--- src/logic/mce_pkg.sv ---
// Purpose: Shared constants for the measurement channel enable registers
// Assumes: 16-bit register words, register index addressing
// Notes:   Offsets, field positions and reset values live here; the monitor and bench repeat offsets and field positions as literals
package mce_pkg;
    localparam int          DATA_WIDTH      = 16;
    localparam int          ADDR_WIDTH      = 8;
    localparam int          CELL_COUNT      = 14;
    localparam int          AUX_COUNT       = 6;
    localparam logic [7:0]  CELL_BLOCK_ADDR = 8'h64;
    localparam logic [7:0]  AUX_FILTER_ADDR = 8'h65;
    localparam int          BLOCK_EN_BIT    = 14;
    localparam int          FILTER_INIT_BIT = 15;
    localparam int          TWO_WIRE_AUXES  = 2;
    localparam logic [13:0] CELL_RESET      = 14'h0000;
    localparam logic [5:0]  AUX_RESET       = 6'h00;
    localparam logic        BIT_RESET       = 1'h0;
    localparam logic [15:0] ZERO_WORD       = 16'h0000;
endpackage

--- src/logic/mce_aux_gate.sv ---
// Purpose: Effective auxiliary measurement enables
// Assumes: Pin-mode inputs are synchronous to sys_clk
// Notes:   Purely combinational; stored values are not altered
`timescale 1ns/10ps
module mce_aux_gate #(
    parameter int AUX_COUNT      = 6,
    parameter int TWO_WIRE_AUXES = 2
) (
    input  wire logic [AUX_COUNT-1:0] auxInputEnable,
    input  wire logic [AUX_COUNT-1:0] auxPinGeneralPurpose,
    input  wire logic                 twoWireControllerEnable,
    output logic      [AUX_COUNT-1:0] auxMeasureEffective
);
    initial begin
        if (TWO_WIRE_AUXES > AUX_COUNT) begin
            $error("TWO_WIRE_AUXES exceeds AUX_COUNT");
        end
    end

    // A pin used as general purpose, or taken by the two-wire controller, is never measured
    always_comb begin
        for (int i = 0; i < AUX_COUNT; i++) begin
            auxMeasureEffective[i] = auxInputEnable[i] & ~auxPinGeneralPurpose[i]
                                   & ~(twoWireControllerEnable && (i < TWO_WIRE_AUXES));
        end
    end
endmodule // mce_aux_gate

--- src/logic/mce_regs.sv ---
// Purpose: Channel enable and filter-initialisation registers for the scan sequencer
// Assumes: Synchronous register port, one access per cycle, read data one cycle later
// Notes:   Sequencer-facing outputs give the effective selection for each scan type
`timescale 1ns/10ps

// Register map
//   Cell/block word: cell enables in the low field, block bit just above.
//   Its top bit has no storage and always reads zero.
//   Aux/filter word: aux enables in the low field, filter
//   initialisation request in the top bit; the gap reads zero.
// Access
//   One access per cycle on the register port. A write lands at
//   the edge that takes it and is readable from the next cycle.
//   A read answers one cycle later with a one-cycle valid pulse.
//   The read word is captured at the request, so it cannot tear
//   if a write follows in the very next cycle.
//   Unmapped addresses ignore writes and read back zero.
// Sequencer side
//   Cell enables go out exactly as stored; ADC and comparator
//   scans share the one cell field.
//   The block channel is only offered while the sequencer says the
//   scan is an ADC scan, so a comparator scan never sees it.
//   The divider switch is driven from a flop so the analog side sees
//   no decode glitches, at the cost of one cycle of latency at the
//   start and end of each scan.
//   Aux enables are masked by pin modes here, never in storage,
//   so software always reads back what it wrote.
//   The filter request is a plain level, not self-clearing;
//   software clears it once the first scan has seeded the filter.
//   Keeping it a level means a request written before a scan
//   cannot be lost if the scan starts late.

// How it works
// - Both registers read and write; select channels
// - Block bit adds block voltage, ADC only
// - Divider follows enabled ADC scan, one cycle late
// - Cell bits include or exclude each cell
// - Init bit zero keeps filter accumulators
// - Init bit one seeds accumulators, first sample
// - Aux bits enable aux inputs for ADC
// - General-purpose pins ignore aux bit, readback kept
// - Two-wire mode ignores aux 1:0, readback kept
module mce_regs #(
    parameter int CELL_COUNT = mce_pkg::CELL_COUNT,
    parameter int AUX_COUNT  = mce_pkg::AUX_COUNT
) (
    input  wire logic                            sys_clk,
    input  wire logic                            reset_n,
    // Register port
    input  wire logic                            regSelect,
    input  wire logic                            regWrite,
    input  wire logic [mce_pkg::ADDR_WIDTH-1:0]  regAddr,
    input  wire logic [mce_pkg::DATA_WIDTH-1:0]  regWriteData,
    output logic      [mce_pkg::DATA_WIDTH-1:0]  regReadData,
    output logic                                 regReadValid,
    // Device configuration
    input  wire logic [AUX_COUNT-1:0]            auxPinGeneralPurpose,
    input  wire logic                            twoWireControllerEnable,
    // Sequencer handshake
    input  wire logic                            scanActive,
    input  wire logic                            scanIsAdc,
    // Sequencer controls
    output logic      [CELL_COUNT-1:0]           cellEnableMask,
    output logic      [AUX_COUNT-1:0]            auxMeasureEnable,
    output logic                                 blockMeasureEnable,
    output logic                                 blockDividerConnect,
    output logic                                 filterInitRequest
);
    // Elaboration checks; the field layout is fixed by the register map
    initial begin
        if (CELL_COUNT != mce_pkg::CELL_COUNT || AUX_COUNT != mce_pkg::AUX_COUNT) begin
            $error("Channel counts must match the register layout");
        end
        if (mce_pkg::BLOCK_EN_BIT != CELL_COUNT) begin
            $error("Block bit must sit just above the cell field");
        end
        if (mce_pkg::FILTER_INIT_BIT <= mce_pkg::BLOCK_EN_BIT) begin
            $error("Filter init bit must sit above the block bit");
        end
        if (mce_pkg::FILTER_INIT_BIT >= mce_pkg::DATA_WIDTH) begin
            $error("Filter init bit lies outside the register word");
        end
        if (AUX_COUNT >= mce_pkg::FILTER_INIT_BIT) begin
            $error("Aux field overlaps the filter init bit");
        end
        if (mce_pkg::TWO_WIRE_AUXES > AUX_COUNT) begin
            $error("Two-wire pins exceed the aux field");
        end
        if (mce_pkg::CELL_BLOCK_ADDR == mce_pkg::AUX_FILTER_ADDR) begin
            $error("Register addresses must differ");
        end
    end

    // Stored fields and write strobes; only the fields hold state, the rest of each word is wired to zero
    logic [CELL_COUNT-1:0] cellEnableStore;
    logic                  blockVoltageEnable;
    logic [AUX_COUNT-1:0]  auxInputEnable;
    logic                  filterInitStore;
    logic                  writeCellBlock;
    logic                  writeAuxFilter;
    // Read decode and the word the read will capture
    logic                  readRequest;
    logic                  readCellBlock;
    logic                  readAuxFilter;
    logic [mce_pkg::DATA_WIDTH-1:0] next_readData;

    // Address decode
    function automatic logic hits(input logic [mce_pkg::ADDR_WIDTH-1:0] a,
                                  input logic [mce_pkg::ADDR_WIDTH-1:0] target);
        return a == target;
    endfunction

    assign writeCellBlock = regSelect & regWrite & hits(regAddr, mce_pkg::CELL_BLOCK_ADDR);
    assign writeAuxFilter = regSelect & regWrite & hits(regAddr, mce_pkg::AUX_FILTER_ADDR);

    // Read decode; address alone picks the word, the strobe gates the capture
    assign readRequest   = regSelect & ~regWrite;
    assign readCellBlock = hits(regAddr, mce_pkg::CELL_BLOCK_ADDR);
    assign readAuxFilter = hits(regAddr, mce_pkg::AUX_FILTER_ADDR);

    // Cell and block enables; bit 15 has no storage so writes vanish
    // Reset clears every field, so no channel is measured until software asks
    always_ff @(posedge sys_clk or negedge reset_n) begin
        if (!reset_n) begin
            cellEnableStore    <= mce_pkg::CELL_RESET;
            blockVoltageEnable <= mce_pkg::BIT_RESET;
        end else if (writeCellBlock) begin
            cellEnableStore    <= regWriteData[CELL_COUNT-1:0];
            blockVoltageEnable <= regWriteData[mce_pkg::BLOCK_EN_BIT];
        end
    end

    // Aux enables and filter init; bits 14 to 6 have no storage
    always_ff @(posedge sys_clk or negedge reset_n) begin
        if (!reset_n) begin
            auxInputEnable  <= mce_pkg::AUX_RESET;
            filterInitStore <= mce_pkg::BIT_RESET;
        end else if (writeAuxFilter) begin
            auxInputEnable  <= regWriteData[AUX_COUNT-1:0];
            filterInitStore <= regWriteData[mce_pkg::FILTER_INIT_BIT];
        end
    end

    // Word assembly; unstored bits stay zero so writes to them vanish on read
    function automatic logic [mce_pkg::DATA_WIDTH-1:0] packCellWord(input logic [CELL_COUNT-1:0] cells,
                                                                    input logic                  block);
        logic [mce_pkg::DATA_WIDTH-1:0] word;
        word                        = mce_pkg::ZERO_WORD;
        word[CELL_COUNT-1:0]        = cells;
        word[mce_pkg::BLOCK_EN_BIT] = block;
        return word;
    endfunction

    function automatic logic [mce_pkg::DATA_WIDTH-1:0] packAuxWord(input logic [AUX_COUNT-1:0] aux,
                                                                   input logic                 init);
        logic [mce_pkg::DATA_WIDTH-1:0] word;
        word                           = mce_pkg::ZERO_WORD;
        word[AUX_COUNT-1:0]            = aux;
        word[mce_pkg::FILTER_INIT_BIT] = init;
        return word;
    endfunction

    // Read mux; stored values return unchanged regardless of pin modes
    always_comb begin
        next_readData = mce_pkg::ZERO_WORD;
        if (readCellBlock) begin
            next_readData = packCellWord(cellEnableStore, blockVoltageEnable);
        end else if (readAuxFilter) begin
            next_readData = packAuxWord(auxInputEnable, filterInitStore);
        end
    end

    // Registered read answer, one cycle after the request
    // Read data holds between reads so a slow host may take it late
    always_ff @(posedge sys_clk or negedge reset_n) begin
        if (!reset_n) begin
            regReadData  <= mce_pkg::ZERO_WORD;
            regReadValid <= 1'b0;
        end else begin
            regReadValid <= readRequest;
            if (readRequest) begin
                regReadData <= next_readData;
            end
        end
    end

    // Divider follows the scan only for ADC scans with the block bit set
    // The divider loads the stack, so it is never left on between scans
    always_ff @(posedge sys_clk or negedge reset_n) begin
        if (!reset_n) begin
            blockDividerConnect <= 1'b0;
        end else begin
            blockDividerConnect <= blockVoltageEnable & scanActive & scanIsAdc;
        end
    end

    // Enable outputs straight from storage; comparator scans never see the block
    assign cellEnableMask     = cellEnableStore;
    assign blockMeasureEnable = blockVoltageEnable & scanIsAdc;
    assign filterInitRequest  = filterInitStore;

    // Pin-mode masking lives in its own block so the stored aux bits stay untouched
    // and the read path never sees the masked copy
    mce_aux_gate #(
        .AUX_COUNT      (AUX_COUNT),
        .TWO_WIRE_AUXES (mce_pkg::TWO_WIRE_AUXES)
    ) auxGate (
        .auxInputEnable          (auxInputEnable),
        .auxPinGeneralPurpose    (auxPinGeneralPurpose),
        .twoWireControllerEnable (twoWireControllerEnable),
        .auxMeasureEffective     (auxMeasureEnable)
    );
endmodule // mce_regs

--- config.mk ---
export PLATFORM = sky130hd
export DESIGN_NAME = mce_regs
export DESIGN_NICKNAME = d
export VERILOG_FILES = /design/src/logic/mce_pkg.sv /design/src/logic/mce_aux_gate.sv /design/src/logic/mce_regs.sv
export SDC_FILE = /design/constraint.sdc
export NUM_CORES = 1
export LEC_CHECK = 0
export BUFFER_PORTS_ARGS = -buffer_cell sky130_fd_sc_hd__buf_2
export CAP_MARGIN = 20
export CELL_PAD_IN_SITES_DETAIL_PLACEMENT = 1
export CELL_PAD_IN_SITES_GLOBAL_PLACEMENT = 2
export CORE_AREA = 2 2 76 78
export CTS_BUF_LIST = sky130_fd_sc_hd__clkbuf_16
export DETAILED_ROUTE_END_ITERATION = 12
export DIE_AREA = 0 0 78 80
export HOLD_SLACK_MARGIN = 0.05
export PLACE_DENSITY_LB_ADDON = 0.1
export SYNTH_ARGS = -nofsm -noshare
export SYNTH_HDL_FRONTEND = slang
export SYNTH_SLANG_ARGS = --single-unit
export TNS_END_PERCENT = 50
--- constraint.sdc ---
create_clock -name sys_clk -period 1.77 [get_ports sys_clk]
set_input_delay 0.4425 -clock sys_clk [delete_from_list [all_inputs] [get_ports sys_clk]]
set_output_delay 0.4425 -clock sys_clk [all_outputs]
set_load 0.01 [all_outputs]
==> results of run 1 <==
[area by class of cell]
| cell class | instances | area [µm²] | area share (%) |
|---|---|---|---|
| flip-flops and latches | 40 | 1000 | 42.8 |
| multi-input cells | 61 | 614 | 26.3 |
| repair buffers | 88 | 483 | 20.7 |
| clock buffers | 5 | 125 | 5.36 |
| well taps | 72 | 90.1 | 3.86 |
| clock inverters | 3 | 15.0 | 0.643 |
| inverters | 2 | 7.51 | 0.321 |
[path summary, 6_finish.rpt]
check,cells after the start,start,endpoint
setup / recovery,4,regAddr[3],auxInputEnable[1]
hold / removal,1,reset_n,regReadData[3]
setup reg to reg,2,regReadData[5],regReadData[5]
hold reg to reg,1,regReadData[7],regReadData[7]
max in group asynchronous,2,reset_n,regReadData[14]
min in group sys_clk,2,regWriteData[10],cellEnableMask[10]
[worst max-delay path, cell delays in order]
cell	delay (ns)
buf_2	0.10
or3b_4	0.42
or4_4	0.61
mux2_4	0.33
[where the power goes]
| group | switching [µW] | internal [µW] | leakage, µW | total, µW |
|---|---|---|---|---|
| clock network | 330 | 511 | 0.0000687 | 841 |
| logic | 64.4 | 65.2 | 0.000694 | 130 |
| registers | 11.0 | 930 | 0.000556 | 941 |
| total | 405 | 1510 | 0.00132 | 1910 |
[cells in the mapped netlist (2+ instances only)]
cell,instances,area share (%)
mux2_4,7,6.4
clkbuf_1,2,0.46
and2_1,2,0.76
dfrtp_1,40,61
nor3b_1,2,0.91
a221o_1,6,3.7
nor2b_1,4,1.5
inv_1,2,0.46
a22o_1,10,5.3
mux2_2,15,10
nand4bb_1,2,1.4
and2_0,5,1.9
[state kept, by name (all words and copies together) (netlist names)]
register             cells
regReadData             16
cellEnableMask          14
auxInputEnable           6
blockDividerConnect      1
blockVoltageEnable       1
filterInitRequest        1
regReadValid             1
[cell usage in the layout, fill, tap and decap left out]
cell        synthesis  final
a22o_1             10     10
and2_1              2      2
or4_4               1      1
dfrtp_1            40     40
nor4_4              1      2
clkinvlp_4          0      1
clkbuf_16           0      5
inv_1               2      3
nor3_1              1      1
or3b_4              1      1
buf_2               1     76
nand2b_1            1      1
nor2b_1             4      4
mux2_4              7      7
nand2_1             1      1
a221o_1             6      6
clkinv_1            0      1
buf_12              0      1
mux2_2             15     15
nand4bb_1           2      2
nor3b_1             2      2
and2_0              5      5
buf_4               1     11
and3_1              1      1
[cell families after synthesis]
logic type,count (synthesis),share of synthesized area (%)
muxes,22,16.7
AOI/OAI and AO/OA,16,8.97
DFF,40,60.8
buffers and inverters,7,2.36
and+or+nand+nor,23,11.2
[metal layers]
layer | routed length, µm | GRT usage, % | vias up
li1 | - | - | 582
met1 | 1730 | 17.0 | 619
met2 | 2170 | 25.2 | 42
met3 | 252 | 4.19 | 6
met4 | 44 | 4.74 | 0
met5 | 0 | 0 | -
[metrics by stage]
stage	setup TNS (ns)	utilization (%)
global placement	-3.52	40.6
global route	0	43.2
floorplan	-2.08	-
detailed placement	-4.20	40.6
CTS	0	43.2
finish	0	43.2
==> impl_metrics.env, run 1 <==
export IMPL_run_status="finished clean"
export IMPL_grt_setup_unrepaired="no"
export IMPL_min_path_type="input port to async pin"
export IMPL_area_growth_pct=42.0
export IMPL_worst_ir_drop_vdd_uv=359
export IMPL_synthesized_area_mm2=0.00165
export IMPL_first_global_vias=1356
export IMPL_hold_viol_final=0
export IMPL_final_max_slew_viols=0
export IMPL_final_critical_path_share_of_the_clock_period_pct=98.5
export IMPL_number_of_clock_sinks=40
export IMPL_tritoncts_num_buffers=5
export IMPL_whs_ns=0.0668
export IMPL_initial_core_util_pct=30.4
export IMPL_die_footprint_mm2=0.00624
export IMPL_grt_pass1_wl_mm=6.88
export IMPL_routabilityCongestion=0.667
export IMPL_post_layout_nonfiller_instances=271
export IMPL_chipHeight_um=80
export IMPL_cts_tree="done"
export IMPL_cts_repair_resize_count=0
export IMPL_regToRegSetupSlack_ns=0.88
export IMPL_worst_path_max_fanout=7
export IMPL_power_density_mw_per_mm2=818
export IMPL_timing_critical_path_from_type="input port"
export IMPL_pin_count_of_the_biggest_net_entering_global_routing=19
export IMPL_p_total_uw=1910
export IMPL_buffers_from_clock_root_to_sink_at_most=2
export IMPL_finalWorstPathRequiredPeriod_ns=1.74
export IMPL_nets_final=235
export IMPL_yosysUniqueCellTypes=23
export IMPL_htree_num_levels=2
export IMPL_setup_violations=0
export IMPL_source_to_sink_clock_delay_at_the_later_pin_of_the_worst_skew_pair_ns=0.28
export IMPL_critPathCaptureType="register"
export IMPL_drc=0
export IMPL_postSynthAreaPerCell_um2=15.2
export IMPL_worst_margin_pin_slew_ns=0.352
export IMPL_synthesis_nets=145
export IMPL_synthesis_instances=108
export IMPL_post_route_cell_area_mm2=0.00234
export IMPL_tightest_slew_margin_relative_to_the_limit_pct=76.5
export IMPL_finalClockSkew_ns=0.00228
export IMPL_synthArstFlopShare_pct=100
export IMPL_antenna_violating_nets_post_route=0
export IMPL_first_iter_violations=28
export IMPL_seq_area_frac_synth_pct=60.8
export IMPL_ratio_of_cells_with_drive_above_1_in_the_final_layout_pct=60.3
export IMPL_layout_setup_ws_ns=0.0262
export IMPL_boundaryPins=77
export IMPL_yosys_warnings=0
export IMPL_dpl_cell_count=263
export IMPL_groute_usage_overall_pct=14.4
export IMPL_cellLeakagePower_uw=0.00132
export IMPL_totalWireLength_mm=4.20
export IMPL_ctsHoldBuffers=0
export IMPL_rows=27
export IMPL_initial_antenna_violation_count=0
export IMPL_fmax_ghz=0.573
export IMPL_firstDrtPassIters=4
export IMPL_die_x_um=78
export IMPL_total_inserted_antenna_cells=0
export IMPL_cts_clk_slew_worst_paths_ns=0.05
export IMPL_placeable_core_region_mm2=0.00541
export IMPL_synth_seq_cells=40
export IMPL_cp_data_required_time_ns=1.93
export IMPL_dpl_hpwl_mm=3.26
export IMPL_post_place_ws_ns=-0.265
export IMPL_worstSetupPathType="input port to register"
export IMPL_ys_flop_type="dfrtp_1"
export IMPL_synth_edf_count=0
export IMPL_wl_per_cell_um=15.5
export IMPL_data_arrival_critical_path_ns=1.90
export IMPL_detailed_place_area_mm2=0.00220
export IMPL_fillCellCount=601
export IMPL_global_route_overflow_total=0
export IMPL_cts_post_setup_buffers_inserted=0
export IMPL_via_cell_ratio=4.61
export IMPL_clock_root_buffer="clkbuf_16"
export IMPL_input_output_buffers=76
export IMPL_drv_cap=0
export IMPL_via_count_of_the_routed_design=1249
Note: power is estimated with default switching activity, not from simulation.
==> run 2: changes to the inputs <==
--- a/config.mk
+++ b/config.mk
@@ -15,6 +15,7 @@
 export DIE_AREA = 0 0 78 80
 export HOLD_SLACK_MARGIN = 0.05
 export PLACE_DENSITY_LB_ADDON = 0.1
+export RECOVER_POWER = 25
 export SYNTH_ARGS = -nofsm -noshare
 export SYNTH_HDL_FRONTEND = slang
 export SYNTH_SLANG_ARGS = --single-unit
==> run 2 against run 1 <==
Non-clock buffer count stayed put. Combinational power hardly changed. Sequential share of layout area is 0.14 points higher. Critical path depth stayed put. Core utilization is 0.14 points lower. Hold slack better by 0.17 ns. Die area stayed put. Register-to-register slack hardly changed. Clock skew hardly changed. Wire length is 0.24% lower. Total power is 0.12% lower. First-iteration DRC count is 7.1% higher.
==> impl_metrics.env, run 2 (synthesis results as in run 1) <==
export IMPL_run_status="finished clean"
export IMPL_htree_num_levels=2
export IMPL_dpl_cell_count=263
export IMPL_buffers_from_clock_root_to_sink_at_most=2
export IMPL_grt_met3_use_pct=4.19
export IMPL_drv_cap=0
export IMPL_routabilityCongestion=0.667
export IMPL_min_path_type="input port to async pin"
export IMPL_grt_use_met1_pct=17.0
export IMPL_data_arrival_critical_path_ns=1.90
export IMPL_final_critical_path_share_of_the_clock_period_pct=98.5
export IMPL_hold_viol_final=0
export IMPL_die_footprint_mm2=0.00624
export IMPL_tritoncts_num_buffers=5
export IMPL_rows=27
export IMPL_nets_final=235
export IMPL_ratio_of_cells_with_drive_above_1_in_the_final_layout_pct=59.3
export IMPL_finalClockSkew_ns=0.00228
export IMPL_timing_critical_path_cells="buf_2, or3b_4, or4_4, mux2_4"
export IMPL_cts_clk_slew_worst_paths_ns=0.05
export IMPL_worst_path_largest_cell_delay_ns=0.61
export IMPL_ctsHoldBuffers=0
export IMPL_power_density_mw_per_mm2=820
export IMPL_grt_busiest_layer="met2"
export IMPL_critPathCaptureType="register"
export IMPL_chipHeight_um=80
export IMPL_most_common_cell_after_layout_fill_and_taps_aside="buf_2"
export IMPL_tightest_slew_margin_relative_to_the_limit_pct=45.4
export IMPL_groute_usage_overall_pct=14.4
export IMPL_whs_ns=0.234
export IMPL_cp_data_required_time_ns=1.93
export IMPL_die_x_um=78
export IMPL_cts_tree="done"
export IMPL_fmax_ghz=0.573
export IMPL_worst_path_max_fanout=7
export IMPL_setup_violations=0
export IMPL_firstDrtPassIters=4
export IMPL_worstSetupPathType="input port to register"
export IMPL_totalWireLength_mm=4.19
export IMPL_total_inserted_antenna_cells=0
export IMPL_cts_repair_resize_count=0
export IMPL_worstReg2RegStart="regReadData[5]"
export IMPL_timing_critical_path_from_type="input port"
export IMPL_final_max_slew_viols=0
export IMPL_critical_path_top_delay_family="simple AND/OR/NAND/NOR gates"
export IMPL_worst_ir_drop_vdd_uv=359
export IMPL_source_to_sink_clock_delay_at_the_later_pin_of_the_worst_skew_pair_ns=0.28
export IMPL_via_cell_ratio=4.62
export IMPL_global_route_overflow_total=0
export IMPL_post_layout_nonfiller_instances=271
export IMPL_via_count_of_the_routed_design=1252
export IMPL_first_iter_violations=30
export IMPL_antenna_violating_nets_post_route=0
export IMPL_critical_path_slowest_cell="or4_4"
export IMPL_number_of_clock_sinks=40
export IMPL_input_output_buffers=76
export IMPL_crit_buf_inv=1
export IMPL_drc=0
export IMPL_cellLeakagePower_uw=0.00131
export IMPL_timing_rr_end="regReadData[5]"
export IMPL_grtUsageMet2_pct=25.2
export IMPL_pin_count_of_the_biggest_net_entering_global_routing=19
export IMPL_clock_root_buffer="clkbuf_16"
export IMPL_initial_core_util_pct=30.4
export IMPL_cts_post_setup_buffers_inserted=0
export IMPL_grt_setup_unrepaired="no"
export IMPL_finalWorstPathRequiredPeriod_ns=1.74
export IMPL_mostFrequentLayoutCells="75 x buf_2, 40 x dfrtp_1, 15 x mux2_2"
export IMPL_largest_reg_flops=16
export IMPL_worstRegToRegCells=2
export IMPL_initial_antenna_violation_count=0
export IMPL_grt_pass1_wl_mm=6.88
export IMPL_boundaryPins=77
export IMPL_first_global_vias=1356
export IMPL_placeable_core_region_mm2=0.00541
export IMPL_top_register="regReadData"
export IMPL_regToRegSetupSlack_ns=0.88
export IMPL_p_total_uw=1910
export IMPL_worst_margin_pin_slew_ns=0.820
export IMPL_wl_per_cell_um=15.5
export IMPL_area_growth_pct=41.5
export IMPL_dpl_hpwl_mm=3.26
run 2: cell count changes in the layout (fill, tap and decap cells not counted):
cell and delta:
clkbuf_2 +1, clkbuf_1 +2, buf_4 -2, buf_2 -1
run 2: stage by stage:
| stage | worst slack (ns) | TNS, ns | utilization, % | cell area [µm²] |
|---|---|---|---|---|
| finish | 0.0261 | 0 | 43.1 | 2330 |
| global route | 0.0125 | 0 | 43.1 | 2330 |
| CTS | 0.0310 | 0 | 43.2 | 2340 |
| detailed placement | -0.265 | -4.20 | 40.6 | 2200 |
| global placement | -0.235 | -3.52 | 40.6 | 2200 |
| floorplan | -0.124 | -2.08 | - | 1650 |
run 2: area by class of cell:
cell class                 instances  area (µm²)
clock buffer                       5         125
multi-input combinational         61         614
inverter                           2        7.51
sequential                        40        1000
fill                             600        3080
tap                               72        90.1
timing repair buffer              88         475
clock inverter                     3        15.0
run 2: how the worst max path moves through the flow:
stage                   endpoint        from  cells after the start
2_1_floorplan  auxInputEnable[0]  regAddr[3]                      4
5_1_grt        auxInputEnable[3]  regAddr[3]                      4
6_report       auxInputEnable[1]  regAddr[3]                      4
3_3_place_gp   auxInputEnable[1]  regAddr[3]                      4
3_5_place_dp   auxInputEnable[1]  regAddr[3]                      4
4_1_cts        filterInitRequest  regAddr[3]                      4
run 2: worst register-to-register path, stage by stage (launching register included):
cell and delay (ns):
dfrtp_1 0.38, and2_1 0.14, a221o_1 0.26
run 2: layer usage:
layer / wire length (µm) / part of all wire [%] / vias up
met5: 0 / 0 / -
met4: 44 / 1.0 / 0
met3: 251 / 6.0 / 6
met2: 2180 / 52 / 42
met1: 1720 / 41 / 621
li1: - / - / 583
run 2: power by group:
| part | switching [µW] | internal, µW |
|---|---|---|
| sequential | 11.0 | 930 |
| clock | 330 | 511 |
| combinational | 64.2 | 63.1 |
==> run 3: changes to the inputs <==
--- a/config.mk
+++ b/config.mk
@@ -9,13 +9,14 @@
 export CAP_MARGIN = 20
 export CELL_PAD_IN_SITES_DETAIL_PLACEMENT = 1
 export CELL_PAD_IN_SITES_GLOBAL_PLACEMENT = 2
-export CORE_AREA = 2 2 76 78
+export CORE_AREA = 2 2 79 81
 export CTS_BUF_LIST = sky130_fd_sc_hd__clkbuf_16
 export DETAILED_ROUTE_END_ITERATION = 12
-export DIE_AREA = 0 0 78 80
+export DIE_AREA = 0 0 81 83
 export HOLD_SLACK_MARGIN = 0.05
 export PLACE_DENSITY_LB_ADDON = 0.1
 export RECOVER_POWER = 25
+export SLEW_MARGIN = 10
 export SYNTH_ARGS = -nofsm -noshare
 export SYNTH_HDL_FRONTEND = slang
 export SYNTH_SLANG_ARGS = --single-unit
==> constraint.sdc (replaced) <==
create_clock -name sys_clk -period 1.8 [get_ports sys_clk]
set_input_delay 0.45 -clock sys_clk [delete_from_list [all_inputs] [get_ports sys_clk]]
set_output_delay 0.45 -clock sys_clk [all_outputs]
set_load 0.01 [all_outputs]
==> run 3 against run 2 <==
Hold slack better by 0.16 ns. Non-clock buffer count is 3 lower. Worst setup slack better by 0.013 ns. Cell count stayed put. Global-route usage shrank 0.39 points. Sequential share of layout area down 0.50 points.
==> impl_metrics.env, run 3 (synthesis results as in run 1) <==
export IMPL_drc=0
export IMPL_die_footprint_mm2=0.00672
export IMPL_groute_usage_overall_pct=14.0
export IMPL_rows=28
export IMPL_via_cell_ratio=4.65
export IMPL_placeable_core_region_mm2=0.00582
export IMPL_totalWireLength_mm=4.39
export IMPL_grtUsageMet2_pct=21.3
export IMPL_critPathCaptureType="register"
export IMPL_via_count_of_the_routed_design=1260
export IMPL_worstSetupPathType="input port to register"
export IMPL_data_arrival_critical_path_ns=1.93
export IMPL_cellLeakagePower_uw=0.00132
export IMPL_ratio_of_cells_with_drive_above_1_in_the_final_layout_pct=60.2
export IMPL_wl_per_cell_um=16.2
export IMPL_post_route_cell_area_mm2=0.00236
export IMPL_finalClockSkew_ns=0.00498
export IMPL_most_common_cell_after_layout_fill_and_taps_aside="buf_2"
export IMPL_p_total_uw=2050
export IMPL_run_status="finished clean"
export IMPL_cts_repair_resize_count=0
export IMPL_antenna_violating_nets_post_route=0
export IMPL_fillCellCount=653
export IMPL_total_inserted_antenna_cells=0
export IMPL_grt_pass1_wl_mm=7.16
export IMPL_dpl_cell_count=263
export IMPL_worst_ir_drop_vdd_uv=369
export IMPL_detailed_place_area_mm2=0.00219
export IMPL_finalWorstPathRequiredPeriod_ns=1.76
export IMPL_top_register="regReadData"
export IMPL_global_route_overflow_total=0
export IMPL_nets_final=232
export IMPL_boundaryPins=77
export IMPL_routabilityCongestion=0.681
export IMPL_worst_path_largest_cell_delay_ns=0.60
export IMPL_post_place_ws_ns=-0.254
export IMPL_source_to_sink_clock_delay_at_the_later_pin_of_the_worst_skew_pair_ns=0.28
export IMPL_dpl_hpwl_mm=3.27
export IMPL_timing_critical_path_from_type="input port"
export IMPL_grt_met3_use_pct=3.80
export IMPL_die_x_um=81
export IMPL_cts_post_setup_buffers_inserted=0
export IMPL_cts_tree="done"
export IMPL_ctsHoldBuffers=0
export IMPL_cp_data_required_time_ns=1.96
export IMPL_critical_path_slowest_cell="or4_4"
export IMPL_firstDrtPassIters=4
export IMPL_tightest_slew_margin_relative_to_the_limit_pct=19.9
export IMPL_min_path_type="input port to async pin"
export IMPL_final_max_slew_viols=0
export IMPL_hold_viol_final=0
export IMPL_cts_clk_slew_worst_paths_ns=0.06
export IMPL_initial_core_util_pct=28.3
export IMPL_grt_busiest_layer="met2"
export IMPL_initial_antenna_violation_count=0
export IMPL_area_growth_pct=43.2
export IMPL_pin_count_of_the_biggest_net_entering_global_routing=22
export IMPL_multi_input_comb_area_um2=614
export IMPL_power_density_mw_per_mm2=870
export IMPL_clock_root_buffer="clkbuf_16"
export IMPL_number_of_clock_sinks=40
export IMPL_htree_num_levels=2
export IMPL_fmax_ghz=0.568
export IMPL_worst_margin_pin_slew_ns=1.20
export IMPL_post_layout_nonfiller_instances=271
export IMPL_first_global_vias=1345
export IMPL_first_iter_violations=55
export IMPL_input_output_buffers=76
export IMPL_tritoncts_num_buffers=5
export IMPL_largest_reg_flops=16
export IMPL_layout_setup_ws_ns=0.0391
export IMPL_drv_cap=0
export IMPL_mostFrequentLayoutCells="75 x buf_2, 40 x dfrtp_1, 15 x mux2_2"
export IMPL_final_critical_path_share_of_the_clock_period_pct=97.8
export IMPL_sequential_cell_area_mm2=0.00100
export IMPL_grt_setup_unrepaired="no"
export IMPL_timing_critical_path_cells="buf_2, or3b_4, or4_4, mux2_4"
export IMPL_buffers_from_clock_root_to_sink_at_most=2
export IMPL_setup_violations=0
export IMPL_worst_path_max_fanout=7
export IMPL_grt_use_met1_pct=19.4
export IMPL_chipHeight_um=83
run 3: cell types whose count changed in the layout (fill, tap and decap cells not counted):
cell and change:
clkbuf_2 -1, clkinv_2 +1, clkbuf_1 -1, inv_1 -1
buf_4 -2, clkinv_1 -1, buf_12 +1, bufinv_16 +1
run 3: final cells by class:
cell class	instances	share of cell area, %
flip-flops and latches	40	42.5
multi-input cells	61	26.1
repair buffers	85	20.0
clock buffers	5	5.31
well taps	75	3.98
clock inverters	3	1.81
inverters	2	0.319
run 3: power breakdown:
| group | switching, µW | internal [µW] | leakage, µW |
|---|---|---|---|
| Sequential | 10.8 | 914 | 0.000556 |
| Combinational | 65.2 | 63.3 | 0.000682 |
| Clock | 345 | 651 | 0.0000798 |
run 3: metal layers:
layer  part of all wire, %  up-vias
met5                     0        -
met4                   1.1        0
met3                   6.5        5
met2                    48       55
met1                    45      629
li1                      -      571
run 3: stage by stage:
stage	TNS [ns]	hold slack, ns	util (%)
after global placement	-3.04	0.445	37.7
after floorplan	-1.70	0.154	-
after global routing	0	0.401	40.5
after detailed placement	-3.75	0.454	37.7
final	0	0.399	40.5
after CTS	0	0.154	40.5
run 3: path summary, 6_finish.rpt:
kind	slack, ns	startpoint	endpoint	cells past startpoint
min	0.40	reset_n	regReadData[15]	1
min in group sys_clk	0.40	regWriteData[10]	cellEnableMask[10]	2
max reg2reg	0.88	regReadData[2]	regReadData[2]	2
min reg2reg	0.50	regReadData[7]	regReadData[7]	1
max	0.04	regAddr[3]	filterInitRequest	4
max in group asynchronous	0.68	reset_n	regReadData[10]	1
run 3: worst max-delay path, delay by kind of cell:
family / cells / cell delay, ns
simple gates: 2 / 1.02
mux: 1 / 0.34
buf+inv: 1 / 0.11
